<file path="src/hppm_defs.svh">
`ifndef HPPM_DEFS_SVH
`define HPPM_DEFS_SVH

// System configuration bits
`define HPPM_CFG_HOST 1
`define HPPM_CFG_TERT 2
`define HPPM_CFG_PORTB 5
`define HPPM_CFG_PORTC 7
`define HPPM_CFG_RST 8'h00

// Pin-mux control bits: daisy direction and memory pin swap
`define HPPM_MUX_DAISY 2
`define HPPM_MUX_MEM 3
`define HPPM_MUX_RST 8'h00

// Layout of the synchroniser vector
`define HPPM_SY_PA 0
`define HPPM_SY_PB 8
`define HPPM_SY_PC 16
`define HPPM_SY_CB 22
`define HPPM_SY_IRQ 29
`define HPPM_SY_DAISY 31

// Channel B pin positions within the shared group
`define HPPM_CB_RD 0
`define HPPM_CB_WR 1
`define HPPM_CB_DIS 2
`define HPPM_CB_A0 3
`define HPPM_CB_CS 6

// Port C input-only bits and the shared memory-write bit
`define HPPM_PC_IRQ1 6
`define HPPM_PC_IRQ2 7
`define HPPM_PC_MEMWR 2

`define HPPM_ALL8 8'hFF
`define HPPM_NONE8 8'h00

`endif

</file>
<file path="src/hppm_pkg.sv">
package hppm_pkg;

    typedef logic [7:0] hppm_byte_t;

    // Function on the three tertiary pins
    typedef enum logic [1:0] {
        TERT_CPU,
        TERT_CHANB,
        TERT_HOST
    } hppm_tert_t;

    // Whole state of the pin multiplexer
    typedef struct packed {
        logic [31:0] sync1;
        logic [31:0] sync2;
        hppm_byte_t sysCfg;
        hppm_byte_t pinMux;
        logic rdAct;
        logic wrAct;
        logic [1:0] irqPrev;
        logic [1:0] capLatch;
        logic hostWrPulse;
        logic hostRdPulse;
        logic [2:0] hostAddr;
        hppm_byte_t hostWrData;
        hppm_byte_t pAOut;
        hppm_byte_t pAOe;
        hppm_byte_t pBOut;
        hppm_byte_t pBOe;
        logic [5:0] pCOut;
        logic [5:0] pCOe;
        logic [6:0] cBOut;
        logic [6:0] cBOe;
        logic [2:0] tertOut;
        logic daisyOut;
        logic daisyOe;
        logic memRdPin;
        hppm_byte_t portARd;
        hppm_byte_t portBRd;
        hppm_byte_t portCRd;
        logic [6:0] chanBIn;
        logic [5:0] chanAIn;
        hppm_byte_t serBIn;
        logic daisyIn;
    } hppm_state_t;

endpackage : hppm_pkg

</file>
<file path="src/hppm_pin_mux.sv">
`timescale 1ns/1ps
`include "hppm_defs.svh"

// Function
// - Host mode: data lines carry host bytes
// - Driver-disable low during host read
// - Three-bit select picks emulated register
// - Host interrupt high while pending
// - DMA: transmit ready low when empty
// - DMA: receive ready low when byte waits
// - Port A bits individually in or out
// - Port B selectable, else serial functions
// - Port C 5:0 configurable, 7:6 irq levels
// - Writing one clears edge capture latch
// - Config bit picks port C or channel A
// - Non-host: host pins revert to channel B
// - Two bits choose tertiary pin function
// - Pin-mux bit turns daisy input to output
// - Pin-mux bit swaps memory read for request
// - Memory-write pin mux uses both registers
// - Memory-write strobe is default after reset
module hppm_pin_mux (
    input wire logic clock,
    input wire logic rst,
    // Configuration register writes
    input wire logic sysCfgWe,
    input wire hppm_pkg::hppm_byte_t sysCfgWrData,
    input wire logic pinMuxWe,
    input wire hppm_pkg::hppm_byte_t pinMuxWrData,
    // Port data and direction, 1 = output
    input wire hppm_pkg::hppm_byte_t portAData,
    input wire hppm_pkg::hppm_byte_t portADir,
    input wire hppm_pkg::hppm_byte_t portBData,
    input wire hppm_pkg::hppm_byte_t portBDir,
    input wire logic [5:0] portCData,
    input wire logic [5:0] portCDir,
    input wire logic portCWe,
    input wire hppm_pkg::hppm_byte_t portCWrData,
    input wire logic [1:0] irqEdgeMode,
    // Host-facing emulation side
    input wire hppm_pkg::hppm_byte_t hostRdData,
    input wire logic hostIrqPending,
    input wire logic hostDmaMode,
    input wire logic txHoldingEmpty,
    input wire logic rxByteWaiting,
    // Functions that share pins
    input wire hppm_pkg::hppm_byte_t serBOut,
    input wire hppm_pkg::hppm_byte_t serBOe,
    input wire logic [5:0] chanAOut,
    input wire logic [5:0] chanAOe,
    input wire logic [6:0] chanBOut,
    input wire logic [6:0] chanBOe,
    input wire logic [2:0] cpuTert,
    input wire logic [2:0] chanBTert,
    input wire logic daisyOutFn,
    input wire logic memWriteFn_n,
    input wire logic memReadFn_n,
    input wire logic memRequestFn_n,
    // Pad inputs
    input wire hppm_pkg::hppm_byte_t padAIn,
    input wire hppm_pkg::hppm_byte_t padBIn,
    input wire logic [5:0] padCIn,
    input wire logic [6:0] padChBIn,
    input wire logic extIrqOne_n,
    input wire logic extIrqTwo_n,
    input wire logic padDaisyIn,
    // Pad outputs
    output logic [7:0] padAOut,
    output logic [7:0] padAOe,
    output logic [7:0] padBOut,
    output logic [7:0] padBOe,
    output logic [5:0] padCOut,
    output logic [5:0] padCOe,
    output logic [6:0] padChBOut,
    output logic [6:0] padChBOe,
    output logic [2:0] padTert,
    output logic padDaisyOut,
    output logic padDaisyOe,
    output logic padMemRead,
    // Status toward the core
    output logic hostMode,
    output logic hostWrPulse,
    output logic hostRdPulse,
    output logic [2:0] hostAddr,
    output logic [7:0] hostWrData,
    output logic [7:0] portARd,
    output logic [7:0] portBRd,
    output logic [7:0] portCRd,
    output logic [1:0] irqCapture,
    output logic [6:0] chanBIn,
    output logic [5:0] chanAIn,
    output logic [7:0] serBIn,
    output logic daisyIn
);
    import hppm_pkg::*;

    hppm_state_t st_r;
    hppm_state_t st_nxt;

    logic [31:0] rawIn;
    logic isHost;
    logic selN;
    logic rdNow;
    logic wrNow;
    logic [1:0] irqSync;
    logic [1:0] irqFall;
    hppm_tert_t tertSel;
    hppm_byte_t portCBack;

    // Input-only bit reads its pin, output bit its written value
    function automatic hppm_byte_t readBack(hppm_byte_t pin, hppm_byte_t val,
                                           hppm_byte_t dir);
        readBack = (dir & val) | (~dir & pin);
    endfunction : readBack

    // Every pad input enters one two-stage synchroniser
    assign rawIn = {padDaisyIn, extIrqTwo_n, extIrqOne_n, padChBIn, padCIn, padBIn, padAIn};

    // Decoding from the second synchroniser stage only
    assign isHost = st_r.sysCfg[`HPPM_CFG_HOST];
    assign selN = st_r.sync2[`HPPM_SY_CB + `HPPM_CB_CS];
    assign rdNow = isHost && !selN && !st_r.sync2[`HPPM_SY_CB + `HPPM_CB_RD];
    assign wrNow = isHost && !selN && !st_r.sync2[`HPPM_SY_CB + `HPPM_CB_WR];
    assign irqSync = st_r.sync2[`HPPM_SY_IRQ +: 2];
    assign irqFall = st_r.irqPrev & ~irqSync;
    // Port C readback widened to a byte so the shared function fits it
    assign portCBack = readBack({2'b00, st_r.sync2[`HPPM_SY_PC +: 6]}, {2'b00, portCData},
                                {2'b00, portCDir});

    // Tertiary pins: host bit wins, then channel B bit
    always_comb begin
        if (st_r.sysCfg[`HPPM_CFG_HOST]) begin
            tertSel = TERT_HOST;
        end else if (st_r.sysCfg[`HPPM_CFG_TERT]) begin
            tertSel = TERT_CHANB;
        end else begin
            tertSel = TERT_CPU;
        end
    end

    // Next-state for the whole block
    always_comb begin
        st_nxt = st_r;
        st_nxt.sync1 = rawIn;
        st_nxt.sync2 = st_r.sync1;
        if (sysCfgWe) begin
            st_nxt.sysCfg = sysCfgWrData;
        end
        if (pinMuxWe) begin
            st_nxt.pinMux = pinMuxWrData;
        end

        // Host strobes: write data tracked while active, write pulse at its end, read pulse at its start
        st_nxt.rdAct = rdNow;
        st_nxt.wrAct = wrNow;
        st_nxt.hostRdPulse = rdNow && !st_r.rdAct;
        st_nxt.hostWrPulse = !wrNow && st_r.wrAct;
        if (wrNow || rdNow) begin
            st_nxt.hostAddr = st_r.sync2[`HPPM_SY_CB + `HPPM_CB_A0 +: 3];
        end
        if (wrNow) begin
            st_nxt.hostWrData = st_r.sync2[`HPPM_SY_PA +: 8];
        end

        // Port A pins or host data lines
        if (isHost) begin
            st_nxt.pAOut = hostRdData;
            st_nxt.pAOe = rdNow ? `HPPM_ALL8 : `HPPM_NONE8;
        end else begin
            st_nxt.pAOut = portAData;
            st_nxt.pAOe = portADir;
        end
        st_nxt.portARd = readBack(st_r.sync2[`HPPM_SY_PA +: 8], portAData, portADir);

        // Port B pins or serial functions
        if (st_r.sysCfg[`HPPM_CFG_PORTB]) begin
            st_nxt.pBOut = portBData;
            st_nxt.pBOe = portBDir;
        end else begin
            st_nxt.pBOut = serBOut;
            st_nxt.pBOe = serBOe;
        end
        st_nxt.portBRd = readBack(st_r.sync2[`HPPM_SY_PB +: 8], portBData, portBDir);
        st_nxt.serBIn = st_r.sync2[`HPPM_SY_PB +: 8];

        // Port C low bits or channel A modem signals
        if (st_r.sysCfg[`HPPM_CFG_PORTC]) begin
            st_nxt.pCOut = portCData;
            st_nxt.pCOe = portCDir;
        end else begin
            st_nxt.pCOut = chanAOut;
            st_nxt.pCOe = chanAOe;
        end
        // Shared memory-write pin stays a strobe until the mux bit moves it
        if (!st_r.pinMux[`HPPM_MUX_MEM]) begin
            st_nxt.pCOut[`HPPM_PC_MEMWR] = memWriteFn_n;
            st_nxt.pCOe[`HPPM_PC_MEMWR] = 1'b1;
        end
        st_nxt.chanAIn = st_r.sync2[`HPPM_SY_PC +: 6];
        st_nxt.portCRd[5:0] = portCBack[5:0];
        st_nxt.portCRd[`HPPM_PC_IRQ1] = irqSync[0];
        st_nxt.portCRd[`HPPM_PC_IRQ2] = irqSync[1];

        // Edge capture latches: a new edge beats a same-cycle clear
        st_nxt.irqPrev = irqSync;
        for (int i = 0; i < 2; i++) begin
            if (portCWe && portCWrData[`HPPM_PC_IRQ1 + i]) begin
                st_nxt.capLatch[i] = 1'b0;
            end
            if (irqEdgeMode[i] && irqFall[i]) begin
                st_nxt.capLatch[i] = 1'b1;
            end
            if (!irqEdgeMode[i]) begin
                st_nxt.capLatch[i] = 1'b0;
            end
        end

        // Channel B group: host inputs plus driver disable, or channel B
        if (isHost) begin
            st_nxt.cBOut = '1;
            st_nxt.cBOe = '0;
            st_nxt.cBOut[`HPPM_CB_DIS] = !rdNow;
            st_nxt.cBOe[`HPPM_CB_DIS] = 1'b1;
        end else begin
            st_nxt.cBOut = chanBOut;
            st_nxt.cBOe = chanBOe;
        end
        st_nxt.chanBIn = st_r.sync2[`HPPM_SY_CB +: 7];

        // Tertiary pins: interrupt, transmit ready, receive ready
        case (tertSel)
            TERT_HOST: begin
                st_nxt.tertOut[0] = hostIrqPending;
                st_nxt.tertOut[1] = !(hostDmaMode && txHoldingEmpty);
                st_nxt.tertOut[2] = !(hostDmaMode && rxByteWaiting);
            end
            TERT_CHANB: begin
                st_nxt.tertOut = chanBTert;
            end
            TERT_CPU: begin
                st_nxt.tertOut = cpuTert;
            end
            default: begin
                st_nxt.tertOut = cpuTert;
            end
        endcase

        // Daisy-chain pin and memory read pin
        st_nxt.daisyOe = st_r.pinMux[`HPPM_MUX_DAISY];
        st_nxt.daisyOut = daisyOutFn;
        st_nxt.daisyIn = st_r.sync2[`HPPM_SY_DAISY];
        st_nxt.memRdPin = st_r.pinMux[`HPPM_MUX_MEM] ? memRequestFn_n : memReadFn_n;

        if (rst) begin
            st_nxt = '0;
            st_nxt.sysCfg = `HPPM_CFG_RST;
            st_nxt.pinMux = `HPPM_MUX_RST;
            st_nxt.sync1 = '1;
            st_nxt.sync2 = '1;
            st_nxt.irqPrev = '1;
            st_nxt.cBOut = '1;
            st_nxt.tertOut = '1;
            st_nxt.memRdPin = 1'b1;
            st_nxt.pCOut[`HPPM_PC_MEMWR] = 1'b1;
            st_nxt.pCOe[`HPPM_PC_MEMWR] = 1'b1;
        end
    end

    // Single state register
    always_ff @(posedge clock) begin
        st_r <= st_nxt;
    end

    // Outputs straight from the state register
    assign padAOut = st_r.pAOut;
    assign padAOe = st_r.pAOe;
    assign padBOut = st_r.pBOut;
    assign padBOe = st_r.pBOe;
    assign padCOut = st_r.pCOut;
    assign padCOe = st_r.pCOe;
    assign padChBOut = st_r.cBOut;
    assign padChBOe = st_r.cBOe;
    assign padTert = st_r.tertOut;
    assign padDaisyOut = st_r.daisyOut;
    assign padDaisyOe = st_r.daisyOe;
    assign padMemRead = st_r.memRdPin;
    assign hostMode = st_r.sysCfg[`HPPM_CFG_HOST];
    assign hostWrPulse = st_r.hostWrPulse;
    assign hostRdPulse = st_r.hostRdPulse;
    assign hostAddr = st_r.hostAddr;
    assign hostWrData = st_r.hostWrData;
    assign portARd = st_r.portARd;
    assign portBRd = st_r.portBRd;
    assign portCRd = st_r.portCRd;
    assign irqCapture = st_r.capLatch;
    assign chanBIn = st_r.chanBIn;
    assign chanAIn = st_r.chanAIn;
    assign serBIn = st_r.serBIn;
    assign daisyIn = st_r.daisyIn;
endmodule : hppm_pin_mux

</file>
<file path="config.mk">
export PLATFORM = sky130hd
export DESIGN_NAME = hppm_pin_mux
export DESIGN_NICKNAME = d
export VERILOG_FILES = /design/src/hppm_pkg.sv /design/src/hppm_pin_mux.sv
export VERILOG_INCLUDE_DIRS = /design/src /design/src/src
export SDC_FILE = /design/constraint.sdc
export NUM_CORES = 1
export LEC_CHECK = 0
export BUFFER_PORTS_ARGS = -buffer_cell sky130_fd_sc_hd__clkbuf_2
export CORE_ASPECT_RATIO = 1.75
export CORE_MARGIN = 4
export CORE_UTILIZATION = 45
export CTS_CLUSTER_SIZE = 20
export DETAILED_ROUTE_END_ITERATION = 12
export PLACE_DENSITY = 0.78
export REMOVE_ABC_BUFFERS = 1
export SLEW_MARGIN = 20
export SYNTH_ARGS = -nofsm -noshare
export SYNTH_HDL_FRONTEND = slang
export SYNTH_SLANG_ARGS = --single-unit
</file>
<file path="constraint.sdc">
create_clock -name clock -period 2.05 [get_ports clock]
set_clock_uncertainty 0.15 [all_clocks]
set_input_delay 0.41 -clock clock [delete_from_list [all_inputs] [get_ports clock]]
set_output_delay 0.41 -clock clock [all_outputs]
set_load 0.01 [all_outputs]
</file>
After elaboration in Yosys (flattened, before gate mapping):

Index checks and enable logic that the tools add are counted.

* equality and inequality tests: 2
* mux-type cells: 14
* bitwise gates (word level): 17
* reductions and logical operators: 26

Operators with widths (count)
* AND 8 bit: 4
* 2-to-1 mux 16 bit: 2
* NOT 8 bit: 2
* OR 8 bit: 2
* AND 6 bit: 2
* 2-to-1 mux 12 bit: 1
* logical AND 1 bit: 11
* 2-to-1 mux 10 bit: 1
* logical NOT 1 bit: 8
* 2-to-1 mux 8 bit: 1
* OR reduction 2 bit: 4
* 2-to-1 mux 1 bit: 7
* NOT 6 bit: 1
* OR 6 bit: 1
* case mux 3 bit (2 select lines): 1
* nonzero test 2 bit: 2
* NOT 1 bit: 3
* AND 2 bit: 1
* == test 2 x 1 -> 1 bit (second input constant): 1
* == test 2 bit (second input constant): 1
* 2-to-1 mux 2 bit: 1
* NOT 2 bit: 1
* logical OR 1 bit: 1

* bits in registers: 205
* input bits: 171
* output and inout port bits: 126
* word-level logic and storage cells: 94

Depth between registers and ports, before layout:

Gate-level depths: netlist (run 1).

* depth after elaboration: 5
* depth in mapped cells: 4
* depth with buffers taken out: 3

Least setup slack after synthesis (run 1):

OpenSTA, ideal clock, no wires.

* kind: flip-flop to flip-flop
* from: register st_r, in the netlist hostMode
* to: register st_r, in the netlist hostWrData[1]
* setup time: 0.132 ns
* arrival: 1.081 ns
* data required time: 1.768 ns
* slack: 0.687 ns
* cell stages (with the launch flop): 5
* buffers on the path: 1
* clock period less this slack: 1.363 ns
* cell sequence: dfxtp_1 -> or3b_1 -> buf_2 -> nand2_1 -> a21oi_1

* word-level cells in the longest chain between the ends: 2

Ends and longest elaborated chain
* start, declared: line hppm_pin_mux.sv:97 `hppm_state_t st_r;`
* start signal, assigned: line hppm_pin_mux.sv:271 `st_r <= st_nxt;`
* logical AND 1 bit (2 in a row): line hppm_pin_mux.sv:123 `` assign wrNow = isHost && !selN && !st_r.sync2[`HPPM_SY_CB + `HPPM_CB_WR]; ``

Every way passes these cells.
A chain may end at the register's enable or synchronous reset.

Worst setup path in the final report (run 1):

* from: register st_r, in the netlist hostMode
* to: output hostMode

RTL lines
* end, declared: line hppm_pin_mux.sv:81 `output logic hostMode,`

No word-level cell between the ends.

==> summary.txt, run 1 <==
Status
  – Outcome: completed

Place
  – Dpl cells: 984
  – Pre-CTS WS: 0.458 ns
  – DP Area: 7740 sq um
  – GP Congestion: 0.798
  – DP Wirelength: 11900 microns
  – # port buffers: 280

CTS
  – Root Buffer: clkbuf_16
  – Clock-pin slew on the worst setup and hold paths: 0.08 ns
  – TritonCTS clock tree: done
  – Clock Latency Late Sink: 0.42 ns
  – Max clock buf depth: 2
  – Clock buffer count from CTS: 17
  – Clock sinks: 199
  – Post-CTS Resized: 0
  – H-tree levels: 4

Global route
  – Initial antenna violation count: 0
  – Vias in the first global route: 4542
  – Total global routing overflow: 0
  – Gr usage total: 0.171
  – Largest net degree at the start of global routing: 46
  – First-pass GRT wire length: 23200 microns

STA
  – Final setup vio count: 0
  – Max Freq: 561 MHz
  – Max Slew Vio Count: 0
  – Final worst path period need: 1.78 ns
  – RSZ-0062 raised after global routing: false
  – Setup TNS: 0 ns
  – Final Cycle Share: 0.870
  – Final hold vios: 0
  – Worst-Margin Slew: 0.474 ns
  – Final worst slack: 0.267 ns
  – Slew headroom: 0.683

Floorplan
  – Initial Utilization: 0.457
  – Die W: 102 microns
  – Core area: 15300 sq um
  – Die extent in y: 173 microns
  – Row Count: 60
  – Die ar.: 17700 sq um
  – Number of I/O pins: 297

Final layout
  – Share of layout cells above drive strength 1: 0.477
  – Layout area overhead: 20.1%
  – Final Instance Count excl. Fillers: 1022
  – # nets final: 994
  – Antenna cells: 0
  – Post-route design area: 8400 sq um
  – Layout fillers: 1384

Power and ir drop
  – Total power per unit cell area: 973 nW/um^2
  – Max IR drop VDD: 0.624 mV
  – Leakage: 4.06 nW

Yosys
  – Area leader, netlist: dfxtp_1
  – Number of synthesis warnings: 0
  – Top FF cell, synth: dfxtp_1
  – Largest cells by area after synthesis: dfxtp_1 57%, buf_4 13%, mux2i_1 9.6%
  – Most common library cells after synthesis: 199 x dfxtp_1, 121 x buf_4, 68 x nor2_1
  – Flops & latches, synth: 199
  – Post-synth top area share: 0.569
  – Mapped cell area: 7000 sq um
  – Most numerous cell in the Yosys netlist: dfxtp_1
  – Seq/Total Area, Yosys: 0.569
  – Mapped Cells: 651
  – Syn avg cell area: 10.8 sq um
  – Library cells used by synthesis: 25
  – Synth async-reset ratio: 0
  – Number of synthesized flops with an enable pin: 0

Job
  – Total of max-cap violations: 0

Setup path
  – CP max stage delay: 0.40 ns
  – Slowest cell on crit path: dfxtp_1
  – CP Class: reg2out
  – Required @ worst endpoint: 1.49 ns
  – Critical-path maximum fanout: 13
  – R2R Setup Slk: 0.58 ns
  – Setup crit start kind: flop
  – Critical Path End Type: output pin
  – Cell depth of the worst flop-to-flop path: 4
  – R2R Path End: padChBOut[2]
  – Reg-to-reg startpoint: hostMode
  – Crit path cell chain: buf_4 > clkbuf_2
  – Worst EP arrival: 1.22 ns

Min path
  – Hold crit path type: in2reg
  – Hold Crit Endpoint: st_r[202]
  – HP Start: padChBIn[3]
  – Hold Path Depth: 2

Drt
  – Vias per cell: 4.49
  – Initial DRC Count: 81
  – Routed wire length: 15100 microns
  – Via count: 4590
  – DRC: 0
  – Per-cell routed wire length: 14.8 microns
  – First-pass DRT Iterations: 4
  – Number of routed nets with antenna violations: 0
==> repair_timing <==
action | CTS | global route
hold endpoints to repair | 4 | 2
setup buffers | 0 | 0
hold buffers | 4 | 2
==> metal layers <==
metal	share of wire	GRT usage	wire, microns
met1	0.36	0.182	5510
met2	0.53	0.305	8030
met3	0.073	0.0448	1110
met4	0.033	0.0788	495
met5	0	0	0
==> worst max-delay path: cells and delay by family (launching register included) <==
| kind | cells | cell delay (ns) |
|---|---|---|
| buf+inv | 2 | 0.40 |
| flops | 1 | 0.40 |
==> power by group <==
part           total, mW  internal (mW)  switching (mW)
clock               3.29           1.66            1.63
sequential          4.14           4.07          0.0672
combinational      0.741          0.380           0.361
total               8.18           6.11            2.06
==> cell families after synthesis <==
| group | count (synthesis) | share of synthesized area |
|---|---|---|
| AND/OR/NAND/NOR | 210 | 0.161 |
| flip-flops | 199 | 0.569 |
| buffers and inverters | 148 | 0.147 |
| multiplexers | 70 | 0.101 |
| AO/OA/AOI/OAI | 24 | 0.0216 |
==> sequential cells by signal, summed over array words and instances, names as in the netlist, 3 cells and up <==
name	flops
hostWrData	8
padCOut	6
padAOe	8
padBOe	8
portARd	8
padCOe	6
serBIn	8
st_r	70
padTert	3
chanAIn	6
padChBOut	7
chanBIn	7
padAOut	8
portCRd	8
padBOut	8
portBRd	8
hostAddr	3
padChBOe	7
==> worst max path at each step <==
stage             start            end  slack, ns
3_3_place_gp        rst     padTert[1]       0.45
6_report       hostMode       hostMode       0.27
4_1_cts        hostMode       hostMode       0.22
2_1_floorplan  hostMode  hostWrData[0]       0.29
3_5_place_dp        rst     padTert[1]       0.46
5_1_grt        hostMode       hostMode       0.17
==> layout by cell type, fill, tap and decap left out, drive strengths merged <==
master       Yosys  final
a21oi           12     12
dfxtp          199    199
buf            132     16
a21o             9      9
or3              6      6
or3b             1      1
clkbuf          16    296
mux2i           67     67
inv              0      8
clkinv           0      5
nor2            68     68
mux2             3      3
nor2b           33     33
or2             66     66
nand2           20     20
nor3             3      3
and2             6      6
dlygate4sd3      0      6
nor3b            5      5
nor4             1      1
nand2b           1      1
a22oi            2      2
a211o            1      1
clkinvlp         0      2
==> stage by stage <==
| step | hold WS, ns | util | power (mW) |
|---|---|---|---|
| floorplan | 0.223 | - | 4.53 |
| global placement | 0.229 | 0.506 | 4.96 |
| detailed placement | 0.241 | 0.506 | 4.98 |
| CTS | 0.000256 | 0.547 | 8.29 |
| global route | 0.000761 | 0.549 | 8.53 |
| finish | 0.0193 | 0.549 | 8.18 |
==> area by class of cell <==
cell class / instances / area (sq um) / share of cell area
Sequential cell: 199 / 3980 / 0.474
Multi-Input combinational cell: 304 / 1980 / 0.236
Timing Repair Buffer: 301 / 1600 / 0.191
Clock buffer: 17 / 425 / 0.0506
Tap cell: 186 / 233 / 0.0277
Clock inverter: 15 / 175 / 0.0208
Note: power is estimated with default switching activity, not from simulation.
==> run 2: changes to the inputs <==
--- a/config.mk
+++ b/config.mk
@@ -7,12 +7,14 @@
 export NUM_CORES = 1
 export LEC_CHECK = 0
 export BUFFER_PORTS_ARGS = -buffer_cell sky130_fd_sc_hd__clkbuf_2
+export CELL_PAD_IN_SITES_DETAIL_PLACEMENT = 1
+export CELL_PAD_IN_SITES_GLOBAL_PLACEMENT = 1
 export CORE_ASPECT_RATIO = 1.75
 export CORE_MARGIN = 4
-export CORE_UTILIZATION = 45
+export CORE_UTILIZATION = 38
 export CTS_CLUSTER_SIZE = 20
 export DETAILED_ROUTE_END_ITERATION = 12
-export PLACE_DENSITY = 0.78
+export PLACE_DENSITY = 0.86
 export REMOVE_ABC_BUFFERS = 1
 export SLEW_MARGIN = 20
 export SYNTH_ARGS = -nofsm -noshare
==> summary.txt, run 2 (synthesis gave the netlist of run 1 again) <==
Status
  – Outcome: completed

CTS
  – Max clock buf depth: 2 (unchanged)
  – Clock-pin slew on the worst setup and hold paths: 0.07 ns (about the same)
  – H-tree levels: 4 (unchanged)
  – Root Buffer: clkbuf_16
  – Clock buffer count from CTS: 17 (unchanged)
  – Post-CTS Resized: 0 (unchanged)
  – Hold-fix buffer count after cts: 26 (+22)
  – Clock Latency Late Sink: 0.43 ns (about the same)
  – Post-CTS Setup Inserts: 0 (unchanged)
  – TritonCTS clock tree: done
  – Clock sinks: 199 (unchanged)

Setup path
  – Crit path cell chain: buf_4 > clkbuf_2
  – Required @ worst endpoint: 1.49 ns (about the same)
  – Critical Path End Type: output pin
  – CP Class: reg2out
  – Crit path buffers/inverters: 2 (unchanged)
  – Setup crit start kind: flop
  – Family with the most delay on the worst path: flip-flops
  – CP max stage delay: 0.48 ns (+0.08 ns)
  – Slowest cell on crit path: dfxtp_1
  – Critical-path maximum fanout: 11 (-2)
  – Worst EP arrival: 1.32 ns (+0.10 ns)

STA
  – Worst-Margin Slew: 0.476 ns (+0.00236 ns)
  – Max Freq: 531 MHz (-5.3%)
  – RSZ-0062 raised after global routing: false
  – Final hold vios: 0 (unchanged)
  – Setup TNS: 0 ns (unchanged)
  – Final setup vio count: 0 (unchanged)
  – Final worst path period need: 1.88 ns (+0.0990 ns)
  – Max Slew Vio Count: 0 (unchanged)
  – Final Cycle Share: 0.918 (+0.0483)
  – Slew headroom: 0.682 (-0.00158)

Floorplan
  – Die ar.: 20700 sq um (+17%)
  – Row Count: 65 (+8.3%)
  – Die W: 111 microns (+8.1%)
  – Core area: 18100 sq um (+18%)
  – Initial Utilization: 0.388 (-0.0694)
  – Die extent in y: 188 microns (+8.4%)
  – Number of I/O pins: 297 (unchanged)

Place
  – Dpl cells: 1033 (+5.0%)
  – # port buffers: 280 (unchanged)
  – DP Wirelength: 13900 microns (+16%)
  – GP Congestion: 0.804 (+0.78%)

Global route
  – Initial antenna violation count: 0 (unchanged)
  – Gr usage total: 0.174 (+0.00321)
  – Total global routing overflow: 0 (unchanged)
  – First-pass GRT wire length: 27900 microns (+20%)
  – Vias in the first global route: 5149 (+13%)
  – Largest net degree at the start of global routing: 49 (+6.5%)

Final layout
  – Largest register FFs: 70 (unchanged)
  – Fin util: 0.479 (-0.0693)
  – # nets final: 1016 (+2.2%)
  – Biggest register: st_r
  – Leading cell type in the layout, fill and taps excluded: clkbuf_2
  – Layout fillers: 2096 (+51%)
  – Antenna cells: 0 (unchanged)
  – Final Instance Count excl. Fillers: 1092 (+6.8%)
  – Layout area overhead: 23.7%
  – Share of layout cells above drive strength 1: 0.466 (-0.0111)
  – Commonest non-fill, non-tap cells in the layout: 279 x clkbuf_2, 199 x dfxtp_1, 68 x nor2_1, 67 x mux2i_1, 66 x or2_2

Drt
  – Via count: 4834 (+5.3%)
  – Number of routed nets with antenna violations: 0 (unchanged)
  – Initial DRC Count: 152 (+88%)
  – Vias per cell: 4.43 (-1.4%)
  – Per-cell routed wire length: 16.5 microns (+11%)
  – First-pass DRT Iterations: 4 (unchanged)
  – Routed wire length: 18000 microns (+19%)
  – DRC: 0 (unchanged)

Power and ir drop
  – Max IR drop VDD: 0.702 mV (+13%)
  – Leakage: 4.14 nW (+2.1%)
  – Total power per unit cell area: 948 nW/um^2 (-2.5%)

Job
  – Total of max-cap violations: 0 (unchanged)

Min path
  – Hold crit path type: in2reg
-- run 2: cell type report --
class / count / area [sq um] / share of cell area
multi-input cells: 304 / 1980 / 0.229
repair buffers: 323 / 1810 / 0.209
well taps: 234 / 293 / 0.0338
flip-flops and latches: 199 / 3980 / 0.460
clock inverters: 15 / 163 / 0.0188
clock buffers: 17 / 425 / 0.0491
-- run 2: metrics by stage --
step | power (mW) | cell area (sq um) | worst slack [ns] | hold slack (ns)
floorplan | 4.53 | 5970 | 0.293 | 0.223
global placement | 4.97 | 7800 | 0.452 | 0.230
detailed placement | 5.01 | 7800 | 0.427 | 0.235
CTS | 8.34 | 8650 | 0.128 | 0.000935
global route | 8.59 | 8660 | 0.0774 | 0.000231
finish | 8.21 | 8660 | 0.168 | 0.0215
-- run 2: path summary, 6_finish.rpt --
check,startpoint,to,slack (ns),cells after the start
max reg2reg,hostMode,hostWrData[2],0.51,3
min reg2reg,st_r[128],hostRdPulse,0.24,1
min,padBIn[6],st_r[191],0.02,2
max,hostMode,hostMode,0.17,2
-- run 2: routing by layer --
metal	global-route usage	vias up	routed length, microns	share of wire
met1	0.178	2259	6580	0.37
met4	0.0948	0	850	0.047
met5	0	-	0	0
li1	-	2340	-	-
met3	0.0504	50	877	0.049
met2	0.317	185	9700	0.54
-- run 2: power breakdown --
part           switching (mW)  internal (mW)  total [mW]
registers              0.0686           4.08        4.14
clock network            1.62           1.64        3.26
logic                   0.400          0.405       0.805
